### src/rtl/rpc_params.svh
// Constants for the repeater pin configuration block: strap indices,
// register map, field positions, reset values and loader timing.
// Assumes inclusion by bare name from rtl/ files and from the test bench.
`ifndef RPC_PARAMS_SVH
`define RPC_PARAMS_SVH

// Strap positions in the decoder array
`define RPC_NSTRAP 11
`define RPC_S_EQA0 0
`define RPC_S_EQA1 1
`define RPC_S_EQB0 2
`define RPC_S_EQB1 3
`define RPC_S_CHAN_A_DEEMPH_LEVEL 4
`define RPC_S_CHAN_B_DEEMPH_LEVEL 5
`define RPC_S_SWING 6
`define RPC_S_RECEIVER_DETECT_STRAP 7
`define RPC_S_RATE 8
`define RPC_S_SDTH 9
`define RPC_S_BUSEN 10
`define RPC_THERM_W 3

// Register byte addresses (word aligned) and decode width
`define RPC_ADDR_W 4
`define RPC_REG_CTRL 4'h0
`define RPC_REG_STATUS 4'h4
`define RPC_REG_EEDATA 4'h8

// Control register fields
`define RPC_CTRL_W 8
`define RPC_CTRL_RST 8'h00
`define RPC_CTRL_EQA_LSB 0
`define RPC_CTRL_EQB_LSB 2
`define RPC_CTRL_CHAN_A_DEEMPH_LEVEL_LSB 4
`define RPC_CTRL_CHAN_B_DEEMPH_LEVEL_LSB 6

// Status register fields
`define RPC_ST_DONE 0
`define RPC_ST_ERR 1
`define RPC_ST_MODE_LSB 2
`define RPC_ST_RATE_LSB 4
`define RPC_ST_LOWPWR 6
`define RPC_ST_TERM50 7

// EEPROM image: one byte per channel, eq in [1:0], de-emphasis in [3:2]
`define RPC_EE_BYTES 2
`define RPC_EE_EQ_LSB 0
`define RPC_EE_DEM_LSB 2
`define RPC_EE_DEV_RD 8'ha1
`define RPC_EE_DATA_RST 16'h0000

// Loader timing: SCL rate derived from the reference clock
`define RPC_CLK_KHZ 250000
`define RPC_SCL_KHZ 100
`define RPC_QTR_CYC ((`RPC_CLK_KHZ) / ((`RPC_SCL_KHZ) * 4))
`define RPC_QTR_W 10

`endif

### src/rtl/rpc_pkg.sv
// Types shared by the repeater pin configuration block.
// Assumes nothing beyond a SystemVerilog compiler.
`default_nettype none
package rpc_pkg;
  typedef enum logic [1:0] {RPC_LVL_LOW, RPC_LVL_RGND, RPC_LVL_FLOAT, RPC_LVL_HIGH} rpc_lvl_t;
  typedef enum logic [1:0] {RPC_MODE_PIN, RPC_MODE_EEPROM, RPC_MODE_SLAVE} rpc_mode_t;
  typedef enum logic [1:0] {
    RPC_RATE_GEN12, RPC_RATE_AUTO, RPC_RATE_GEN3_NODEM, RPC_RATE_GEN3_DEM
  } rpc_rate_t;
  typedef enum logic [2:0] {
    RPC_LD_IDLE, RPC_LD_START, RPC_LD_TX, RPC_LD_TXACK, RPC_LD_RX, RPC_LD_RXACK, RPC_LD_STOP
  } rpc_ld_state_t;
endpackage
`default_nettype wire

### src/rtl/rpc_strap_if.sv
// Carries one strap's raw comparator thermometer and its resolved level.
// Assumes the pad comparators deliver a thermometer code.
`default_nettype none
interface rpc_strap_if;
  logic [2:0] therm;
  rpc_pkg::rpc_lvl_t code;
  modport dec (input therm, output code);
  modport user (output therm, input code);
endinterface
`default_nettype wire

### src/rtl/rpc_strap_decode.sv
// Resolves one multi-level strap into a held level code.
// Assumes a thermometer from three pad comparators, synchronous to clk.
`default_nettype none
`include "rpc_params.svh"
module rpc_strap_decode (
  input wire logic clk,
  input wire logic rst_n,
  rpc_strap_if.dec sp
);
  rpc_pkg::rpc_lvl_t code_r;
  rpc_pkg::rpc_lvl_t code_nxt;

  // Illegal (bubbled) codes keep the last level, so a slow edge cannot glitch a setting
  always_comb begin
    unique case (sp.therm)
      3'h0: code_nxt = rpc_pkg::RPC_LVL_LOW;
      3'h1: code_nxt = rpc_pkg::RPC_LVL_RGND;
      3'h3: code_nxt = rpc_pkg::RPC_LVL_FLOAT;
      3'h7: code_nxt = rpc_pkg::RPC_LVL_HIGH;
      default: code_nxt = code_r;
    endcase
  end

  always_ff @(posedge clk or negedge rst_n) begin
    if (!rst_n) begin
      code_r <= rpc_pkg::RPC_LVL_LOW;
    end else begin
      code_r <= code_nxt;
    end
  end

  assign sp.code = code_r;
endmodule
`default_nettype wire

### src/rtl/rpc_top.sv
// Pin configuration and mode selection for a one-lane repeater: strap
// decode, EEPROM loader and an AHB-Lite register slave.
// Assumes synchronous inputs on REF_CLK; open-drain pins resolved outside.
//
// Summary of operation
// - In EEPROM mode a high-to-low step on the load-start input begins the EEPROM fetch.
// - The load status output is high while loading or after a failure, low after a clean load.
// - In pin mode each channel's two-bit equalization comes from its two straps, ignored in EEPROM mode.
// - With the bus enable strap high, registers set each channel and the eq straps form the address.
// - De-emphasis follows each channel's strap only in pin mode; in bus modes they are SDA/SCL.
// - The presence input high puts the device in low power; low means normal operation.
// - Rate strap: low gen1/2, float auto, resistor to ground gen3 without, high gen3 with DEM.
// - The receiver-detect strap picks 50 ohm or high-impedance input termination.
// - Signal-detect threshold and output swing settings come from their own straps.
// - Bus enable strap: high bus slave, float EEPROM master, low pin control.
`default_nettype none
`include "rpc_params.svh"
module rpc_top #(
  parameter int EE_BYTES = `RPC_EE_BYTES
) (
  input wire logic REF_CLK,
  input wire logic NRST,
  input wire logic HSEL,
  input wire logic [31:0] HADDR,
  input wire logic [1:0] HTRANS,
  input wire logic HWRITE,
  input wire logic [2:0] HSIZE,
  input wire logic [31:0] HWDATA,
  input wire logic HREADY,
  output logic [31:0] HRDATA,
  output logic HREADYOUT,
  output logic HRESP,
  input wire logic [5:0] CHAN_A_EQUALIZER_LEVEL,
  input wire logic [5:0] CHAN_B_EQUALIZER_LEVEL,
  input wire logic [2:0] CHAN_A_DEEMPH_LEVEL,
  input wire logic [2:0] CHAN_B_DEEMPH_LEVEL,
  input wire logic [2:0] OUTPUT_SWING_SELECT,
  input wire logic [2:0] RECEIVER_DETECT_STRAP,
  input wire logic [2:0] RATE_STRAP,
  input wire logic [2:0] SIGNAL_DETECT_THRESHOLD,
  input wire logic [2:0] MGMT_BUS_ENABLE_STRAP,
  input wire logic PRESENCE_LOW_POWER,
  input wire logic EEPROM_LOAD_START_N,
  input wire logic SDA_I,
  input wire logic SCL_I,
  output logic SDA_O,
  output logic SDA_OEN,
  output logic SCL_O,
  output logic SCL_OEN,
  output logic LOAD_STATUS,
  output logic [1:0] CFG_MODE,
  output logic [1:0] CFG_EQ_A,
  output logic [1:0] CFG_EQ_B,
  output logic [1:0] CFG_DEEMPH_A,
  output logic [1:0] CFG_DEEMPH_B,
  output logic [1:0] CFG_RATE,
  output logic CFG_RX_TERM_50,
  output logic [1:0] CFG_SD_THRESH,
  output logic [1:0] CFG_SWING,
  output logic LOW_POWER,
  output logic [3:0] MGMT_SLAVE_ADDR
);
  localparam int DATA_W = 8 * EE_BYTES;
  localparam logic [`RPC_QTR_W-1:0] QTR = `RPC_QTR_W'(`RPC_QTR_CYC - 1);

  function automatic logic is_high(input rpc_pkg::rpc_lvl_t l);
    is_high = (l == rpc_pkg::RPC_LVL_HIGH);
  endfunction

  // Reset release through two flops
  logic rst_meta_r;
  logic rst_n;
  always_ff @(posedge REF_CLK or negedge NRST) begin
    if (!NRST) begin
      rst_meta_r <= 1'b0;
      rst_n <= 1'b0;
    end else begin
      rst_meta_r <= 1'b1;
      rst_n <= rst_meta_r;
    end
  end

  // Strap decoders
  logic [`RPC_NSTRAP*`RPC_THERM_W-1:0] therm_all;
  rpc_pkg::rpc_lvl_t lvl [`RPC_NSTRAP];
  assign therm_all = {MGMT_BUS_ENABLE_STRAP, SIGNAL_DETECT_THRESHOLD, RATE_STRAP,
                      RECEIVER_DETECT_STRAP, OUTPUT_SWING_SELECT, CHAN_B_DEEMPH_LEVEL,
                      CHAN_A_DEEMPH_LEVEL, CHAN_B_EQUALIZER_LEVEL, CHAN_A_EQUALIZER_LEVEL};

  rpc_strap_if sif [`RPC_NSTRAP] ();
  genvar g;
  generate
    for (g = 0; g < `RPC_NSTRAP; g++) begin : g_strap
      assign sif[g].therm = therm_all[g*`RPC_THERM_W +: `RPC_THERM_W];
      assign lvl[g] = sif[g].code;
      rpc_strap_decode u_dec (
        .clk(REF_CLK),
        .rst_n(rst_n),
        .sp(sif[g])
      );
    end
  endgenerate

  rpc_pkg::rpc_mode_t mode;
  always_comb begin
    unique case (lvl[`RPC_S_BUSEN])
      rpc_pkg::RPC_LVL_HIGH: mode = rpc_pkg::RPC_MODE_SLAVE;
      rpc_pkg::RPC_LVL_FLOAT: mode = rpc_pkg::RPC_MODE_EEPROM;
      default: mode = rpc_pkg::RPC_MODE_PIN;
    endcase
  end

  // EEPROM loader state
  rpc_pkg::rpc_ld_state_t st_r, st_nxt;
  logic [1:0] q_r, q_nxt;
  logic [`RPC_QTR_W-1:0] cnt_r, cnt_nxt;
  logic [2:0] bit_r, bit_nxt;
  logic [7:0] sh_r, sh_nxt;
  logic [$clog2(EE_BYTES+1)-1:0] byte_r, byte_nxt;
  logic [DATA_W-1:0] ee_data_r, ee_data_nxt;
  logic done_r, done_nxt;
  logic err_r, err_nxt;
  logic nack_r, nack_nxt;
  logic scl_low_r, scl_low_nxt;
  logic sda_low_r, sda_low_nxt;
  logic start_prev_r;
  logic last_byte;

  assign last_byte = (byte_r == ($bits(byte_r))'(EE_BYTES - 1));

  always_comb begin
    st_nxt = st_r;
    q_nxt = q_r;
    cnt_nxt = cnt_r;
    bit_nxt = bit_r;
    sh_nxt = sh_r;
    byte_nxt = byte_r;
    ee_data_nxt = ee_data_r;
    done_nxt = done_r;
    err_nxt = err_r;
    nack_nxt = nack_r;
    scl_low_nxt = scl_low_r;
    sda_low_nxt = sda_low_r;
    if (st_r == rpc_pkg::RPC_LD_IDLE) begin
      // Falls outside EEPROM mode are ignored; slave mode expects the pin held low
      if (mode == rpc_pkg::RPC_MODE_EEPROM && start_prev_r && !EEPROM_LOAD_START_N) begin
        st_nxt = rpc_pkg::RPC_LD_START;
        q_nxt = 2'h0;
        cnt_nxt = QTR;
        bit_nxt = 3'h0;
        byte_nxt = '0;
        sh_nxt = `RPC_EE_DEV_RD;
        done_nxt = 1'b1;
        err_nxt = 1'b0;
      end
    end else if (mode != rpc_pkg::RPC_MODE_EEPROM) begin
      // Strap moved away mid-load: abandon and free the bus, status stays high
      st_nxt = rpc_pkg::RPC_LD_IDLE;
      scl_low_nxt = 1'b0;
      sda_low_nxt = 1'b0;
      err_nxt = 1'b1;
    end else if (cnt_r != '0) begin
      cnt_nxt = cnt_r - 1'b1;
    end else if (q_r == 2'h1 && !SCL_I) begin
      // A slave stretching SCL holds the high phase open
      cnt_nxt = '0;
    end else begin
      cnt_nxt = QTR;
      q_nxt = q_r + 2'h1;
      unique case (st_r)
        rpc_pkg::RPC_LD_START: begin
          if (q_r == 2'h1) sda_low_nxt = 1'b1;
          if (q_r == 2'h2) scl_low_nxt = 1'b1;
          if (q_r == 2'h3) begin
            sda_low_nxt = ~sh_r[7];
            st_nxt = rpc_pkg::RPC_LD_TX;
          end
        end
        rpc_pkg::RPC_LD_TX: begin
          if (q_r == 2'h0) scl_low_nxt = 1'b0;
          if (q_r == 2'h2) scl_low_nxt = 1'b1;
          if (q_r == 2'h3) begin
            if (bit_r == 3'h7) begin
              sda_low_nxt = 1'b0;
              st_nxt = rpc_pkg::RPC_LD_TXACK;
            end else begin
              sh_nxt = {sh_r[6:0], 1'b0};
              sda_low_nxt = ~sh_r[6];
              bit_nxt = bit_r + 3'h1;
            end
          end
        end
        rpc_pkg::RPC_LD_TXACK: begin
          if (q_r == 2'h0) scl_low_nxt = 1'b0;
          if (q_r == 2'h1) nack_nxt = SDA_I;
          if (q_r == 2'h2) scl_low_nxt = 1'b1;
          if (q_r == 2'h3) begin
            bit_nxt = 3'h0;
            if (nack_r) begin
              err_nxt = 1'b1;
              sda_low_nxt = 1'b1;
              st_nxt = rpc_pkg::RPC_LD_STOP;
            end else begin
              st_nxt = rpc_pkg::RPC_LD_RX;
            end
          end
        end
        rpc_pkg::RPC_LD_RX: begin
          if (q_r == 2'h0) scl_low_nxt = 1'b0;
          if (q_r == 2'h1) sh_nxt = {sh_r[6:0], SDA_I};
          if (q_r == 2'h2) scl_low_nxt = 1'b1;
          if (q_r == 2'h3) begin
            if (bit_r == 3'h7) begin
              ee_data_nxt[8*byte_r +: 8] = sh_r;
              sda_low_nxt = ~last_byte;
              st_nxt = rpc_pkg::RPC_LD_RXACK;
            end else begin
              bit_nxt = bit_r + 3'h1;
            end
          end
        end
        rpc_pkg::RPC_LD_RXACK: begin
          if (q_r == 2'h0) scl_low_nxt = 1'b0;
          if (q_r == 2'h2) scl_low_nxt = 1'b1;
          if (q_r == 2'h3) begin
            bit_nxt = 3'h0;
            if (last_byte) begin
              sda_low_nxt = 1'b1;
              st_nxt = rpc_pkg::RPC_LD_STOP;
            end else begin
              sda_low_nxt = 1'b0;
              byte_nxt = byte_r + 1'b1;
              st_nxt = rpc_pkg::RPC_LD_RX;
            end
          end
        end
        rpc_pkg::RPC_LD_STOP: begin
          if (q_r == 2'h0) scl_low_nxt = 1'b0;
          if (q_r == 2'h1) sda_low_nxt = 1'b0;
          if (q_r == 2'h3) begin
            done_nxt = err_r;
            st_nxt = rpc_pkg::RPC_LD_IDLE;
          end
        end
        default: st_nxt = rpc_pkg::RPC_LD_IDLE;
      endcase
    end
  end

  always_ff @(posedge REF_CLK or negedge rst_n) begin
    if (!rst_n) begin
      st_r <= rpc_pkg::RPC_LD_IDLE;
      q_r <= 2'h0;
      cnt_r <= '0;
      bit_r <= 3'h0;
      sh_r <= 8'h00;
      byte_r <= '0;
      ee_data_r <= DATA_W'(`RPC_EE_DATA_RST);
      done_r <= 1'b1;
      err_r <= 1'b0;
      nack_r <= 1'b0;
      scl_low_r <= 1'b0;
      sda_low_r <= 1'b0;
      start_prev_r <= 1'b0;
    end else begin
      st_r <= st_nxt;
      q_r <= q_nxt;
      cnt_r <= cnt_nxt;
      bit_r <= bit_nxt;
      sh_r <= sh_nxt;
      byte_r <= byte_nxt;
      ee_data_r <= ee_data_nxt;
      done_r <= done_nxt;
      err_r <= err_nxt;
      nack_r <= nack_nxt;
      scl_low_r <= scl_low_nxt;
      sda_low_r <= sda_low_nxt;
      start_prev_r <= EEPROM_LOAD_START_N;
    end
  end

  // AHB-Lite slave: zero wait states, read data registered in the address phase
  logic addr_ok;
  logic wr_pend_r, wr_pend_nxt;
  logic [`RPC_ADDR_W-1:0] wr_addr_r, wr_addr_nxt;
  logic [`RPC_CTRL_W-1:0] ctrl_r, ctrl_nxt;
  logic [31:0] rdata_nxt;
  logic [7:0] status;

  assign addr_ok = HSEL && HTRANS[1] && HREADY;
  assign status = {CFG_RX_TERM_50, LOW_POWER, CFG_RATE, CFG_MODE, err_r, done_r};

  always_comb begin
    wr_pend_nxt = addr_ok && HWRITE;
    wr_addr_nxt = HADDR[`RPC_ADDR_W-1:0];
    ctrl_nxt = ctrl_r;
    if (wr_pend_r && wr_addr_r == `RPC_REG_CTRL) begin
      ctrl_nxt = HWDATA[`RPC_CTRL_W-1:0];
    end
    rdata_nxt = HRDATA;
    if (addr_ok && !HWRITE) begin
      unique case (HADDR[`RPC_ADDR_W-1:0])
        `RPC_REG_CTRL: rdata_nxt = 32'(ctrl_nxt); // Forwards a write still in its data phase
        `RPC_REG_STATUS: rdata_nxt = 32'(status);
        `RPC_REG_EEDATA: rdata_nxt = 32'(ee_data_r);
        default: rdata_nxt = 32'h0000_0000;
      endcase
      if (HADDR[31:`RPC_ADDR_W] != '0) rdata_nxt = 32'h0000_0000;
    end
  end

  always_ff @(posedge REF_CLK or negedge rst_n) begin
    if (!rst_n) begin
      wr_pend_r <= 1'b0;
      wr_addr_r <= '0;
      ctrl_r <= `RPC_CTRL_RST;
      HRDATA <= 32'h0000_0000;
      HREADYOUT <= 1'b1;
      HRESP <= 1'b0;
    end else begin
      wr_pend_r <= wr_pend_nxt && (HADDR[31:`RPC_ADDR_W] == '0);
      wr_addr_r <= wr_addr_nxt;
      ctrl_r <= ctrl_nxt;
      HRDATA <= rdata_nxt;
      HREADYOUT <= 1'b1;
      HRESP <= 1'b0;
    end
  end

  // Configuration outputs
  logic [1:0] eq_a_nxt, eq_b_nxt, dem_a_nxt, dem_b_nxt, rate_nxt;
  logic [3:0] addr_nxt;

  always_comb begin
    unique case (mode)
      rpc_pkg::RPC_MODE_PIN: begin
        eq_a_nxt = {is_high(lvl[`RPC_S_EQA1]), is_high(lvl[`RPC_S_EQA0])};
        eq_b_nxt = {is_high(lvl[`RPC_S_EQB1]), is_high(lvl[`RPC_S_EQB0])};
        dem_a_nxt = lvl[`RPC_S_CHAN_A_DEEMPH_LEVEL];
        dem_b_nxt = lvl[`RPC_S_CHAN_B_DEEMPH_LEVEL];
        addr_nxt = 4'h0;
      end
      rpc_pkg::RPC_MODE_SLAVE: begin
        eq_a_nxt = ctrl_r[`RPC_CTRL_EQA_LSB +: 2];
        eq_b_nxt = ctrl_r[`RPC_CTRL_EQB_LSB +: 2];
        dem_a_nxt = ctrl_r[`RPC_CTRL_CHAN_A_DEEMPH_LEVEL_LSB +: 2];
        dem_b_nxt = ctrl_r[`RPC_CTRL_CHAN_B_DEEMPH_LEVEL_LSB +: 2];
        addr_nxt = {is_high(lvl[`RPC_S_EQB0]), is_high(lvl[`RPC_S_EQB1]),
                    is_high(lvl[`RPC_S_EQA1]), is_high(lvl[`RPC_S_EQA0])};
      end
      default: begin
        eq_a_nxt = ee_data_r[`RPC_EE_EQ_LSB +: 2];
        eq_b_nxt = ee_data_r[8 + `RPC_EE_EQ_LSB +: 2];
        dem_a_nxt = ee_data_r[`RPC_EE_DEM_LSB +: 2];
        dem_b_nxt = ee_data_r[8 + `RPC_EE_DEM_LSB +: 2];
        addr_nxt = 4'h0;
      end
    endcase
    unique case (lvl[`RPC_S_RATE])
      rpc_pkg::RPC_LVL_LOW: rate_nxt = rpc_pkg::RPC_RATE_GEN12;
      rpc_pkg::RPC_LVL_FLOAT: rate_nxt = rpc_pkg::RPC_RATE_AUTO;
      rpc_pkg::RPC_LVL_RGND: rate_nxt = rpc_pkg::RPC_RATE_GEN3_NODEM;
      default: rate_nxt = rpc_pkg::RPC_RATE_GEN3_DEM;
    endcase
  end

  always_ff @(posedge REF_CLK or negedge rst_n) begin
    if (!rst_n) begin
      CFG_MODE <= 2'h0;
      CFG_EQ_A <= 2'h0;
      CFG_EQ_B <= 2'h0;
      CFG_DEEMPH_A <= 2'h0;
      CFG_DEEMPH_B <= 2'h0;
      CFG_RATE <= 2'h0;
      CFG_RX_TERM_50 <= 1'b0;
      CFG_SD_THRESH <= 2'h0;
      CFG_SWING <= 2'h0;
      LOW_POWER <= 1'b0;
      MGMT_SLAVE_ADDR <= 4'h0;
      LOAD_STATUS <= 1'b1;
      SCL_O <= 1'b0;
      SCL_OEN <= 1'b1;
      SDA_O <= 1'b0;
      SDA_OEN <= 1'b1;
    end else begin
      CFG_MODE <= mode;
      CFG_EQ_A <= eq_a_nxt;
      CFG_EQ_B <= eq_b_nxt;
      CFG_DEEMPH_A <= dem_a_nxt;
      CFG_DEEMPH_B <= dem_b_nxt;
      CFG_RATE <= rate_nxt;
      // Float or high gives 50 ohm; low or resistor leaves the high-impedance load
      CFG_RX_TERM_50 <= lvl[`RPC_S_RECEIVER_DETECT_STRAP] >= rpc_pkg::RPC_LVL_FLOAT;
      CFG_SD_THRESH <= lvl[`RPC_S_SDTH];
      CFG_SWING <= lvl[`RPC_S_SWING];
      LOW_POWER <= PRESENCE_LOW_POWER;
      MGMT_SLAVE_ADDR <= addr_nxt;
      LOAD_STATUS <= done_nxt;
      SCL_O <= 1'b0;
      SCL_OEN <= ~scl_low_nxt;
      SDA_O <= 1'b0;
      SDA_OEN <= ~sda_low_nxt;
    end
  end
endmodule
`default_nettype wire

### config.mk
export PLATFORM = sky130hd
export DESIGN_NAME = rpc_top
export DESIGN_NICKNAME = d
export VERILOG_FILES = /design/src/rtl/rpc_pkg.sv /design/src/rtl/rpc_strap_if.sv /design/src/rtl/rpc_strap_decode.sv /design/src/rtl/rpc_top.sv
export VERILOG_INCLUDE_DIRS = /design/src /design/src/rtl
export SDC_FILE = /design/constraint.sdc
export NUM_CORES = 1
export LEC_CHECK = 0
export BUFFER_PORTS_ARGS = -buffer_cell sky130_fd_sc_hd__buf_2
export CAP_MARGIN = 20
export CORE_MARGIN = 2
export CORE_UTILIZATION = 25
export CTS_CLUSTER_SIZE = 14
export DETAILED_ROUTE_END_ITERATION = 10
export GPL_ROUTABILITY_DRIVEN = 0
export GPL_TIMING_DRIVEN = 0
export PLACE_DENSITY_LB_ADDON = 0.15
export SYNTH_ARGS = -nofsm -noshare
export SYNTH_HDL_FRONTEND = slang
export SYNTH_SLANG_ARGS = --single-unit
### constraint.sdc
create_clock -name REF_CLK -period 6.2 [get_ports REF_CLK]
set_input_delay 0.62 -clock REF_CLK [delete_from_list [all_inputs] [get_ports REF_CLK]]
set_output_delay 0.62 -clock REF_CLK [all_outputs]
set_load 0.05 [all_outputs]
==> run summary <==
Post-Route Setup TNS: 0 ns
Layout cell share with drive strength beyond 1: 0.266
Final Cycle Share: 0.482
Static leakage: 3.80 nW
Vias post-DR: 5326
Final Hold Vio Count: 0
Register area share after synthesis: 0.498
Post-route minimum period: 2.99 ns
Insertion delay to the later sink of the worst-skew pair: 0.43 ns
Detailed-route wire length: 18000 µm
CTS tree: built
Antenna diodes: 0
Reg clk slew, reported paths: 0.06 ns
End point of the critical path: LOAD_STATUS
Final Net Count: 929
R2R Setup Slk: 3.21 ns
Yosys reg bits: 126
Crit Path Class: reg -> reg
Cell Pwr Density: 325 nW/µm²
Vias in the first global route: 5318
YS warnings: 0
Global-route wire length before repair: 28800 µm
Root Buffer: clkbuf_16
EDFF count, synth: 0
Most frequent cells in the layout: buf_2 (125), dfrtp_1 (122), nand2_1 (66)
Initial antenna violation count: 0
Asr flop ratio synth: 1.00
Post-Route Utilization: 0.325
Unrepaired setup endpoints after global routing: false
Area grow syn2layout: 28.4%
Worst-margin pin slew: 0.948 ns
Mean Syn Cell Area: 9.88 µm²
Via density: 4.63
Total core area: 25000 µm²
Endpoint type of the worst setup path: flip-flop
Fmax: 335 MHz
Worst r2r path cells: 7
CTS Buf Count: 17
Sequential cell area: 3160 µm²
Drt wl/cell: 15.7 µm
Rows: 58
Fill count: 2617
DRC: 0
Initial DRC Count: 343
Final Non-Filler Cells: 1150
Largest net degree at the start of global routing: 57
Final setup vio count: 0
Cell variety after synth: 73
Status: finished clean
TritonRoute pass-1 iters: 4
Reg2reg end: LOAD_STATUS
H-tree levels: 4
Clock tree buffer depth: 2
Max-Cap Viols: 0
Post-synthesis cell area: 6340 µm²
Critical path arrival: 3.34 ns
Num ports: 172
Max_slew headroom: 0.364
Sink Count: 126
Grt total ovfl: 0
Die Width: 163 µm
Count of pins over their slew limit: 0
Die Area: 26700 µm²
Maximum vdd ir drop: 0.000142 V
Height of the die: 163 µm
Mapped Cells: 642
Area of the multi-input gates: 2850 µm²
RR Startpoint: cnt_r[0]
WP data required: 6.55 ns
Crit path launch type: flip-flop
Critical path launch point: cnt_r[0]
ANT nets after route: 0
HP Class: reg -> async
CP max FO: 9
Commonest non-fill, non-tap cell in the layout: buf_2
# port buffers: 123
Total placed cells including tap cells: 1117
Ys flop type: dfrtp_1
Layout Skew: 0.00855 ns
Starting Density: 0.253
Total GRT Usage: 0.140
Detail Placement HPWL: 13200 µm
stage by stage:
stage / power, W / setup slack [ns] / hold WS [ns] / cell area, µm²
finish: 0.00265 / 3.21 / 0.269 / 8140
global route: 0.00279 / 2.94 / 0.288 / 8140
CTS: 0.00268 / 3.28 / 0.291 / 8140
detailed placement: 0.00159 / 3.29 / 0.285 / 7510
global placement: 0.00158 / 0.510 / 0.334 / 7440
floorplan: 0.00139 / 2.43 / 0.324 / 6410
critical path: stages (launching register included):
cell and delay [ns]:
dfrtp_1 0.37, inv_1 0.09, ha_1 0.24, or4b_1 0.44, buf_2 0.19, nor4_2 0.75
o21ai_0 0.41, o32a_1 0.43
repair_timing:
item | 4_1_cts | 5_1_grt
buffers inserted | 0 | 0
gates resized for setup | 0 | 0
endpoints found under the setup margin | 0 | 0
endpoints found under the hold margin | 2 | 0
hold buffers | 1 | 0
flip-flops by register name, indices dropped and copies added (netlist names), 3 cells and up, named ones only:
signal / flops
MGMT_SLAVE_ADDR: 4
st_r: 3
g_strap.u_dec.sp.code: 21
wr_addr_r: 4
bit_r: 3
ee_data_r: 16
HRDATA: 16
cnt_r: 10
sh_r: 8
ctrl_r: 8
Yosys cell counts (8+ instances only):
master,count,area (µm²)
nor4_1,11,68.8
buf_4,20,150
mux2i_1,21,210
nor2_1,44,165
nand2b_1,14,87.6
a2bb2oi_1,8,70.1
nor2b_1,8,50.1
a22oi_1,8,60.1
a22o_1,9,78.8
clkbuf_1,26,97.6
mux2_2,11,124
nand2_1,66,248
and3_1,10,62.6
o21ai_0,39,195
nand3_1,13,65.1
dfrtp_1,123,3080
ha_1,11,138
inv_1,30,113
or2_2,8,50.1
a21oi_1,43,215
power by group:
group,internal (W),total [W],switching (W)
clock,0.000647,0.00107,0.000426
sequential,0.000917,0.00100,0.0000877
combinational,0.000192,0.000568,0.000376
logic make-up after synthesis:
logic type | share of synthesized area
muxes | 0.0574
xor gates and xnor gates | 0.00966
adders and majority gates | 0.0217
other | 0.00118
buffers and inverters | 0.0637
AOI/OAI and AO/OA | 0.169
and+or+nand+nor | 0.180
DFF | 0.498
final cells by class:
class | instances | area share
clock inverters | 15 | 0.0241
inverters | 31 | 0.0143
well taps | 330 | 0.0507
flip-flops and latches | 126 | 0.388
clock buffers | 17 | 0.0522
multi-input cells | 452 | 0.350
plain buffers | 52 | 0.0353
repair buffers | 127 | 0.0848
metal layers:
layer,wire length (µm),GRT usage
met5,0,0
met4,127,0.0342
met1,8310,0.184
met2,8420,0.231
met3,1170,0.0338
how the worst min path moves through the flow:
stage	startpoint	endpoint	slack (ns)	depth (start not counted)
floorplan	NRST	rst_meta_r	0.32	0
global placement	rst_meta_r	rst_n	0.33	0
detailed placement	rst_n	cnt_r[3]	0.28	0
CTS	rst_n	cnt_r[3]	0.29	0
global route	PRESENCE_LOW_POWER	LOW_POWER	0.29	1
finish	rst_n	cnt_r[3]	0.27	0
Note: power is estimated with default switching activity, not from simulation.
